==> src/rtl/flash_host_pkg.sv <==
package flash_host_pkg;
    localparam int addr_w = 18;
    localparam logic [17:0] unlock_addr_a = 18'h05555;
    localparam logic [17:0] unlock_addr_b = 18'h02aaa;
    localparam logic [17:0] lockout_loc = 18'h00002;
    localparam logic [17:0] maker_loc = 18'h00000;
    localparam logic [17:0] part_loc = 18'h00001;
    localparam logic [17:0] boot_last = 18'h01fff;
    localparam logic [7:0] unlock_data_a = 8'haa;
    localparam logic [7:0] unlock_data_b = 8'h55;
    localparam logic [7:0] cmd_setup = 8'h80;
    localparam logic [7:0] cmd_erase = 8'h10;
    localparam logic [7:0] cmd_lockout = 8'h40;
    localparam logic [7:0] cmd_program = 8'ha0;
    localparam logic [7:0] cmd_id_entry = 8'h90;
    localparam logic [7:0] cmd_id_exit = 8'hf0;
    localparam int poll_bit = 7;
    localparam int toggle_bit = 6;
    localparam int lock_bit = 0;
    // bus timing, ns as printed
    localparam int clk_period_ns = 25;
    localparam int write_pulse_ns = 90;
    localparam int write_high_ns = 90;
    localparam int access_ns = 90;
    localparam int float_ns = 25;
    localparam int noise_ns = 15;
    // least times round up
    localparam int write_pulse_cyc = (write_pulse_ns + clk_period_ns - 1) / clk_period_ns;
    localparam int write_high_cyc = (write_high_ns + clk_period_ns - 1) / clk_period_ns;
    localparam int access_cyc = (access_ns + clk_period_ns - 1) / clk_period_ns;
    localparam int float_cyc = (float_ns + clk_period_ns - 1) / clk_period_ns;
    localparam int noise_cyc = (noise_ns + clk_period_ns - 1) / clk_period_ns;
    // host commands
    typedef enum logic [2:0] {
        op_read = 3'h0,
        op_program = 3'h1,
        op_erase = 3'h2,
        op_lockout = 3'h3,
        op_id_entry = 3'h4,
        op_id_exit = 3'h5,
        op_id_exit_short = 3'h6,
        op_raw_write = 3'h7
    } op_t;
endpackage

==> src/rtl/flash_cycle_if.sv <==
// one bus cycle request between sequencer and strobe engine
interface flash_cycle_if;
    logic req;
    logic is_write;
    logic [17:0] addr;
    logic [7:0] wdata;
    logic done;
    logic [7:0] rdata;
    modport seq (output req, output is_write, output addr, output wdata, input done, input rdata);
    modport eng (input req, input is_write, input addr, input wdata, output done, output rdata);
endinterface

==> src/rtl/flash_cycle_engine.sv <==
// drives one read or write strobe cycle on the flash pins
module flash_cycle_engine (
    input wire logic sys_clk,
    input wire logic srst,
    input wire logic clk_en,
    flash_cycle_if.eng cyc,
    output logic [17:0] flash_addr,
    output logic flash_ce_n,
    output logic flash_oe_n,
    output logic flash_we_n,
    output logic [7:0] flash_dq_out,
    output logic flash_dq_oe,
    input wire logic [7:0] flash_dq_in
);
    typedef enum logic [3:0] {
        st_idle = 4'b0001,
        st_strobe = 4'b0010,
        st_recover = 4'b0100,
        st_done = 4'b1000
    } eng_state_t;
    eng_state_t state, next_state;
    logic [7:0] cnt, next_cnt;
    logic [7:0] rdata, next_rdata;
    logic is_write, next_is_write;
    logic [17:0] next_addr;
    logic [7:0] next_dq_out;

    // strobe width always above the noise filter so the device sees it
    localparam logic [7:0] strobe_len = 8'(
        (flash_host_pkg::write_pulse_cyc > flash_host_pkg::access_cyc)
        ? flash_host_pkg::write_pulse_cyc : flash_host_pkg::access_cyc);
    localparam logic [7:0] recover_len = 8'(
        (flash_host_pkg::write_high_cyc > flash_host_pkg::float_cyc)
        ? flash_host_pkg::write_high_cyc : flash_host_pkg::float_cyc);

    // next state of the strobe sequence
    always_comb
    begin
        next_state = state;
        next_cnt = cnt;
        next_rdata = rdata;
        next_is_write = is_write;
        next_addr = flash_addr;
        next_dq_out = flash_dq_out;
        case (state)
            st_idle:
            begin
                if (cyc.req)
                begin
                    next_state = st_strobe;
                    next_cnt = strobe_len;
                    next_is_write = cyc.is_write;
                    next_addr = cyc.addr;
                    next_dq_out = cyc.wdata;
                end
            end
            st_strobe:
            begin
                if (cnt == 8'h01)
                begin
                    next_state = st_recover;
                    next_cnt = recover_len;
                    if (!is_write)
                        next_rdata = flash_dq_in; // sampled before oe rises
                end
                else
                    next_cnt = cnt - 8'h01;
            end
            st_recover:
            begin
                if (cnt == 8'h01)
                    next_state = st_done;
                else
                    next_cnt = cnt - 8'h01;
            end
            st_done: next_state = st_idle;
            default: next_state = st_idle;
        endcase
    end

    always_ff @(posedge sys_clk)
    begin
        if (srst)
        begin
            state <= st_idle;
            cnt <= 8'h00;
            rdata <= 8'h00;
            is_write <= 1'b0;
            flash_addr <= 18'h00000;
            flash_dq_out <= 8'h00;
        end
        else if (clk_en)
        begin
            state <= next_state;
            cnt <= next_cnt;
            rdata <= next_rdata;
            is_write <= next_is_write;
            flash_addr <= next_addr;
            flash_dq_out <= next_dq_out;
        end
    end

    // write: oe stays high, ce and we low together; read: we stays high
    always_comb
    begin
        flash_ce_n = (state != st_strobe);
        flash_we_n = !((state == st_strobe) && is_write);
        flash_oe_n = !((state == st_strobe) && !is_write);
        flash_dq_oe = is_write && (state == st_strobe || state == st_recover);
    end
    assign cyc.done = (state == st_done);
    assign cyc.rdata = rdata;

    a_write_oe_high: assert property (@(posedge sys_clk) disable iff (srst)
        !flash_we_n |-> flash_oe_n && !flash_ce_n) else $error("write strobe with oe low");
    a_we_width: assert property (@(posedge sys_clk) disable iff (srst)
        (clk_en && $fell(flash_we_n)) |-> !flash_we_n [*2]) else $error("we pulse too short");
    a_no_contention: assert property (@(posedge sys_clk) disable iff (srst)
        !flash_oe_n |-> !flash_dq_oe) else $error("host drives dq while device reads");
endmodule

==> src/rtl/flash_host.sv <==
// host sequencer: turns one command into the documented bus cycles
module flash_host (
    input wire logic sys_clk,
    input wire logic srst,
    input wire logic clk_en,
    input wire logic cmd_valid,
    output logic cmd_ready,
    input wire flash_host_pkg::op_t cmd_op,
    input wire logic [17:0] cmd_addr,
    input wire logic [7:0] cmd_data,
    output logic rsp_valid,
    output logic [7:0] rsp_data,
    output logic rsp_error,
    output logic id_mode,
    output logic [17:0] flash_addr,
    output logic flash_ce_n,
    output logic flash_oe_n,
    output logic flash_we_n,
    output logic [7:0] flash_dq_out,
    output logic flash_dq_oe,
    input wire logic [7:0] flash_dq_in
);
    typedef enum logic [5:0] {
        st_idle = 6'b000001,
        st_issue = 6'b000010,
        st_wait = 6'b000100,
        st_poll = 6'b001000,
        st_poll_wait = 6'b010000,
        st_reply = 6'b100000
    } seq_state_t;

    flash_cycle_if cyc ();

    seq_state_t state, next_state;
    flash_host_pkg::op_t op, next_op;
    logic [17:0] addr, next_addr;
    logic [7:0] data, next_data;
    logic [2:0] step, next_step;
    logic [7:0] prev_rd, next_prev_rd;
    logic first_poll, next_first_poll;
    logic next_id_mode;
    logic [7:0] next_rsp_data;
    logic next_rsp_error;

    // number of bus cycles per command
    function automatic logic [2:0] seq_len(input flash_host_pkg::op_t o);
        case (o)
            flash_host_pkg::op_program: seq_len = 3'h4;
            flash_host_pkg::op_erase, flash_host_pkg::op_lockout: seq_len = 3'h6;
            flash_host_pkg::op_id_entry, flash_host_pkg::op_id_exit: seq_len = 3'h3;
            default: seq_len = 3'h1;
        endcase
    endfunction

    // address/data of bus cycle n of a command; unlock prefix shared by all multi-cycle commands
    function automatic logic [25:0] seq_word(input flash_host_pkg::op_t o, input logic [2:0] n,
                                             input logic [17:0] a, input logic [7:0] d);
        logic [7:0] last;
        last = flash_host_pkg::cmd_id_exit;
        case (o)
            flash_host_pkg::op_erase: last = flash_host_pkg::cmd_erase;
            flash_host_pkg::op_lockout: last = flash_host_pkg::cmd_lockout;
            flash_host_pkg::op_id_entry: last = flash_host_pkg::cmd_id_entry;
            default: last = flash_host_pkg::cmd_id_exit;
        endcase
        if (o == flash_host_pkg::op_read || o == flash_host_pkg::op_raw_write)
            seq_word = {a, d};
        else if (o == flash_host_pkg::op_id_exit_short)
            seq_word = {a, flash_host_pkg::cmd_id_exit}; // any location
        else if (o == flash_host_pkg::op_program && n == 3'h3)
            seq_word = {a, d}; // program target byte, after the shared unlock prefix
        else if (n == 3'h0 || n == 3'h3)
            seq_word = {flash_host_pkg::unlock_addr_a, flash_host_pkg::unlock_data_a};
        else if (n == 3'h1 || n == 3'h4)
            seq_word = {flash_host_pkg::unlock_addr_b, flash_host_pkg::unlock_data_b};
        else if (n == 3'h2 && o == flash_host_pkg::op_program)
            seq_word = {flash_host_pkg::unlock_addr_a, flash_host_pkg::cmd_program};
        else if (n == 3'h2)
            seq_word = {flash_host_pkg::unlock_addr_a,
                        (o == flash_host_pkg::op_erase || o == flash_host_pkg::op_lockout)
                        ? flash_host_pkg::cmd_setup : last};
        else
            seq_word = {flash_host_pkg::unlock_addr_a, last};
    endfunction

    logic [25:0] word;
    logic is_program_target;
    logic needs_poll;
    assign word = seq_word(op, step, addr, data);
    assign is_program_target = (op == flash_host_pkg::op_program) && (step == 3'h3);
    assign needs_poll = (op == flash_host_pkg::op_program) || (op == flash_host_pkg::op_erase)
                        || (op == flash_host_pkg::op_lockout);

    // the engine sees a request only while issuing or polling
    assign cyc.req = (state == st_issue) || (state == st_poll);
    assign cyc.is_write = (state == st_issue) && (op != flash_host_pkg::op_read);
    assign cyc.addr = (state == st_poll) ? addr : word[25:8];
    assign cyc.wdata = word[7:0];
    assign cmd_ready = (state == st_idle);

    // command sequencing and completion polling
    always_comb
    begin
        next_state = state;
        next_op = op;
        next_addr = addr;
        next_data = data;
        next_step = step;
        next_prev_rd = prev_rd;
        next_first_poll = first_poll;
        next_id_mode = id_mode;
        next_rsp_data = rsp_data;
        next_rsp_error = 1'b0;
        case (state)
            st_idle:
            begin
                if (cmd_valid)
                begin
                    next_state = st_issue;
                    next_op = cmd_op;
                    next_addr = cmd_addr;
                    next_data = cmd_data;
                    next_step = 3'h0;
                end
            end
            st_issue:
                next_state = st_wait;
            st_wait:
            begin
                if (cyc.done)
                begin
                    if (step + 3'h1 < seq_len(op))
                    begin
                        next_step = step + 3'h1;
                        next_state = st_issue;
                    end
                    else if (needs_poll)
                    begin
                        next_state = st_poll;
                        next_first_poll = 1'b1;
                    end
                    else
                    begin
                        next_state = st_reply;
                        next_rsp_data = cyc.rdata;
                        if (op == flash_host_pkg::op_id_entry)
                            next_id_mode = 1'b1;
                        if (op == flash_host_pkg::op_id_exit || op == flash_host_pkg::op_id_exit_short)
                            next_id_mode = 1'b0;
                    end
                end
            end
            st_poll:
                next_state = st_poll_wait;
            st_poll_wait:
            begin
                if (cyc.done)
                begin
                    next_prev_rd = cyc.rdata;
                    next_first_poll = 1'b0;
                    // busy while bit 6 flips between reads steady means finished
                    if (!first_poll
                        && cyc.rdata[flash_host_pkg::toggle_bit] == prev_rd[flash_host_pkg::toggle_bit])
                    begin
                        next_state = st_reply;
                        next_rsp_data = cyc.rdata; // true stored byte
                        // program result may only have cleared bits
                        next_rsp_error = is_program_target_done(op, cyc.rdata, data);
                    end
                    else
                        next_state = st_poll;
                end
            end
            st_reply:
                next_state = st_idle;
            default: next_state = st_idle;
        endcase
    end

    // program verify: a mismatch means a bit stayed or a locked boot byte
    function automatic logic is_program_target_done(input flash_host_pkg::op_t o, input logic [7:0] rd,
                                                    input logic [7:0] wd);
        is_program_target_done = (o == flash_host_pkg::op_program) && (rd != wd);
    endfunction

    always_ff @(posedge sys_clk)
    begin
        if (srst)
        begin
            state <= st_idle;
            op <= flash_host_pkg::op_read;
            addr <= 18'h00000;
            data <= 8'h00;
            step <= 3'h0;
            prev_rd <= 8'h00;
            first_poll <= 1'b0;
            id_mode <= 1'b0;
            rsp_data <= 8'h00;
            rsp_error <= 1'b0;
        end
        else if (clk_en)
        begin
            state <= next_state;
            op <= next_op;
            addr <= next_addr;
            data <= next_data;
            step <= next_step;
            prev_rd <= next_prev_rd;
            first_poll <= next_first_poll;
            id_mode <= next_id_mode;
            rsp_data <= next_rsp_data;
            rsp_error <= next_rsp_error;
        end
    end

    assign rsp_valid = (state == st_reply);

    flash_cycle_engine u_engine (
        .sys_clk(sys_clk),
        .srst(srst),
        .clk_en(clk_en),
        .cyc(cyc.eng),
        .flash_addr(flash_addr),
        .flash_ce_n(flash_ce_n),
        .flash_oe_n(flash_oe_n),
        .flash_we_n(flash_we_n),
        .flash_dq_out(flash_dq_out),
        .flash_dq_oe(flash_dq_oe),
        .flash_dq_in(flash_dq_in)
    );

    a_prog_third: assert property (@(posedge sys_clk) disable iff (srst)
        (cyc.req && cyc.is_write && op == flash_host_pkg::op_program && step == 3'h2)
        |-> cyc.addr == flash_host_pkg::unlock_addr_a && cyc.wdata == flash_host_pkg::cmd_program)
        else $error("program command cycle wrong");
    a_erase_last: assert property (@(posedge sys_clk) disable iff (srst)
        (cyc.req && op == flash_host_pkg::op_erase && step == 3'h5 && state == st_issue)
        |-> cyc.wdata == flash_host_pkg::cmd_erase && cyc.addr == flash_host_pkg::unlock_addr_a)
        else $error("erase last cycle wrong");
    a_lock_last: assert property (@(posedge sys_clk) disable iff (srst)
        (cyc.req && op == flash_host_pkg::op_lockout && step == 3'h5 && state == st_issue)
        |-> cyc.wdata == flash_host_pkg::cmd_lockout) else $error("lockout last cycle wrong");
    a_unlock_first: assert property (@(posedge sys_clk) disable iff (srst)
        (state == st_issue && step == 3'h0 && seq_len(op) > 3'h1)
        |-> cyc.addr == flash_host_pkg::unlock_addr_a && cyc.wdata == flash_host_pkg::unlock_data_a)
        else $error("unlock first cycle wrong");
    a_exit_clears: assert property (@(posedge sys_clk) disable iff (srst)
        (clk_en && state == st_wait && cyc.done && op == flash_host_pkg::op_id_exit_short)
        |=> !id_mode) else $error("short exit left id mode set");
    a_poll_reads: assert property (@(posedge sys_clk) disable iff (srst)
        (state == st_poll) |-> !cyc.is_write && cyc.addr == addr) else $error("poll not a read");
    a_prog_target: assert property (@(posedge sys_clk) disable iff (srst)
        (state == st_issue && is_program_target) |-> cyc.addr == addr && cyc.wdata == data)
        else $error("program target cycle wrong");
endmodule

==> config.mk <==
export PLATFORM = sky130hd
export DESIGN_NAME = flash_host
export DESIGN_NICKNAME = d
export VERILOG_FILES = /design/src/rtl/flash_host_pkg.sv /design/src/rtl/flash_cycle_if.sv /design/src/rtl/flash_cycle_engine.sv /design/src/rtl/flash_host.sv
export SDC_FILE = /design/constraint.sdc
export NUM_CORES = 1
export LEC_CHECK = 0
export BUFFER_PORTS_ARGS = -buffer_cell sky130_fd_sc_hd__buf_2
export CORE_MARGIN = 2
export CORE_UTILIZATION = 51
export DETAILED_ROUTE_END_ITERATION = 10
export PLACE_DENSITY = 0.76
export SLEW_MARGIN = 30
export SYNTH_ARGS = -nofsm -noshare
export SYNTH_HDL_FRONTEND = slang
export SYNTH_SLANG_ARGS = --single-unit
==> constraint.sdc <==
create_clock -name sys_clk -period 3.2 [get_ports sys_clk]
set_clock_uncertainty 0.15 [all_clocks]
set_input_delay 0.32 -clock sys_clk [delete_from_list [all_inputs] [get_ports sys_clk]]
set_output_delay 0.32 -clock sys_clk [all_outputs]
set_load 0.02 [all_outputs]
==> impl_results.md <==
* RSZ-0062 raised after global routing: false
* Synth async-reset ratio at 0
* Setup WS post-layout at 341 ps
* Area Growth Syn to Fin at 14.1%
* Critical path class: reg -> reg
* Via count at about 4400
* Initial antenna violation count at 0
* Hold slack at between 10 and 15 ps
* Place WS at between 300 and 400 ps
* Internal Power at ~1.7 mW
* Final Max Slew Viols at 0
* Fmax at roughly 350 MHz
* CP required at between 3000 and 4000 ps
* Number of nets in the layout at between 700 and 800
* Initial core utilization at 0.528
* Clock Latency Late Sink at 380 ps
* Final setup fails at 0
* Post-DP HPWL at 8570 um
* CTS tree: built
* Crit path DAT at ~3000 ps
* Vias in the first global route at around 4100
* First-pass GRT wire length at roughly 19000 um
* Leak at around 2.3 nW
* Initial drt markers at approximately 210
* Outcome: finished, final reports clean
* Residual DRC at 0
* Mean area per synthesized cell at roughly 8.3 sq um
* Cell area after layout at approximately 0.0056 sq mm
* Share of cells above drive strength 1 at 0.200
* Reg2reg setup slack at roughly 340 ps
* Num ports at 83
* Syn Nets at between 600 and 700
* Startpoint Class: register
* Ant diodes at 0
* Clk buf depth at 2
* Root Buffer: clkbuf_8
* WL final at 11800 um
* Net Switching at approximately 0.77 mW
* Combinational group share of total power at 0.158
* Buf/Inv on CP at 1
* Die W at roughly 100 um
* Wire per inst at approximately 15 um
* Remaining Overflow, GRT at 0
* EDFF count, synth at 0
* FP Rows at 35
* Largest net degree at the start of global routing at 52
* Antenna-violating nets left at 0
* Final min period at between 2000 and 3000 ps
* CP max-delay cell: or4_1
* Max cap viols at 0
* CP endpoint kind: register
* Seq/Total Area, Yosys at 0.396
* Cell area after placement at about 0.0054 sq mm
* Die area at 0.0104 sq mm
* Pwr Total at between 2 and 3 mW
* Placed cell count at about 770
* CTS clk-pin slew, worst paths at approximately 110 ps
* Post-synth design cell area at roughly 0.005 sq mm
* Final-report hold violation count at 0
* CP peak stage delay at between 800 and 900 ps
* Worst-Margin Slew at ~780 ps
* Placer congestion estimate at 0.962
* Core ar. at between 0.009 and 0.01 sq mm
* GRT Util Overall at 0.229
* First-pass DRT Iterations at 4
* Ys flop type: dfxtp_1
* Maximum VDD drop at 0.318 mV
* Sink Count at 97
* CTS Hold Bufs at 0
* Fin crit share at 0.893
* Headroom to the max-slew limit at 0.478
* Final std cells w/o fill at around 800
* Clock share of power at 0.325
* Setup bufs post-CTS at 0
* Final Util at 0.602
* Total CTS buffers at 9
* Post-synthesis instance total at 590
* Tightest Hold Check Type: in -> reg
* Power Density at ~450 mW/mm^2
* Flop and latch count out of synthesis at slightly below 100
* Netlist cell types at 63
* Crit Path Max Fanout at 15
* Yosys warning count at 0
* H-tree depth at 3
* CP Cell Sequence: inv_1 > ha_1 > or3b_4 > a21o_1 > or4_1 > o211ai_1 > a21oi_1
* Total negative slack at 0 ps
* Sw Share at 0.307
* Chip Height at around 100 um
* Resized Gates After CTS at 0
* Top delay family on crit path: simple AND/OR/NAND/NOR gates
* Sequential power share at 0.517
* Vias per inst at ~5.6
* Number of port buffers at 82
-- cells in the mapped netlist, drive strengths merged (3+ instances only) --
cell	n	area, sq um
o21ai	9	45.0
nor2b	3	18.8
buf	14	87.6
a21oi	68	340
nor3b	7	73.8
nor4	4	31.3
a311oi	9	123
or4	9	71.3
nand2b	21	131
nand4	6	43.8
nor2	46	173
nor3	10	50.1
dfxtp	97	1940
nor4b	3	26.3
ha	12	150
a31oi	5	46.3
mux2i	22	220
xor2	10	87.6
inv	13	48.8
o31ai	4	35.0
or3	14	87.6
and2	3	18.8
a2bb2oi	4	35.0
xnor2	3	26.3
a211oi	8	60.1
a21o	3	22.5
nand2	101	379
nand3	10	50.1
clkbuf	26	97.6
o211ai	16	120
-- state kept, by name, summed over array words and instances (netlist names), 3 cells and up --
register and flops:
rsp_data 8, step 3, addr 18, u_engine.flash_dq_out 8
data 8, u_engine.cyc.rdata 8, u_engine.flash_addr 18, op 3
u_engine.state 4, state 6, u_engine.cnt 8
-- power groups by stage --
stage / Clock, mW / Combinational (mW) / Sequential (mW)
final: 0.815 / 0.398 / 1.30
after global routing: 0.873 / 0.444 / 1.31
after CTS: 0.830 / 0.396 / 1.30
after detailed placement: 0 / 0.394 / 1.33
after global placement: 0 / 0.382 / 1.32
after floorplan: 0 / 0.287 / 1.32
-- cell type report --
type	count	area, sq um
multi-input cells	440	2720
fillers	870	3700
inverters	13	48.8
clock inverters	6	67.6
clock buffers	10	138
repair buffers	95	508
well taps	129	161
flip-flops and latches	97	1940
-- kinds of logic after synthesis --
family,synth area share
mux,0.0450
buf+inv,0.0478
xor+xnor,0.0232
simple gates,0.258
compound gates,0.199
flops,0.396
fa+ha+maj,0.0307
-- worst paths after layout --
| path | from | to | cells after the start |
|---|---|---|---|
| hold / removal | cmd_addr[14] | addr[14] | 3 |
| setup / recovery | step[0] | u_engine.flash_addr[4] | 7 |
| setup reg to reg | step[0] | u_engine.flash_addr[4] | 7 |
| hold reg to reg | u_engine.flash_addr[8] | u_engine.flash_addr[8] | 2 |
-- metal layers --
metal | vias to the layer above | GRT usage | wire length (um)
li1 | 2220 | - | -
met1 | 2101 | 0.297 | 5330
met2 | 112 | 0.389 | 5730
met3 | 15 | 0.0458 | 591
met4 | 0 | 0.0626 | 177
met5 | - | 0 | 0
-- tightest hold or removal path: cells and delay by family --
kind	cells	cell delay (ps)
AND/OR/NAND/NOR	1	50
AO/OA/AOI/OAI	1	50
buffers and inverters	1	90
-- layout by cell type, fill, tap and decap left out, types with 5 or more instances in the layout --
cell type	Yosys	layout
a211oi_1	8	8
a21oi_1	68	68
a311oi_2	7	7
buf_2	10	82
buf_4	0	13
clkbuf_8	0	10
dfxtp_1	97	97
ha_1	12	12
inv_1	13	13
mux2i_1	22	22
nand2_1	101	101
nand2b_1	21	21
nand3_1	10	10
nand4_1	5	5
nor2_1	46	46
nor3_1	10	10
o211ai_1	16	16
o21ai_0	9	9
or3_1	14	14
or4_1	8	8
xor2_1	10	10
No activity file was read; power rests on OpenSTA's default activity.
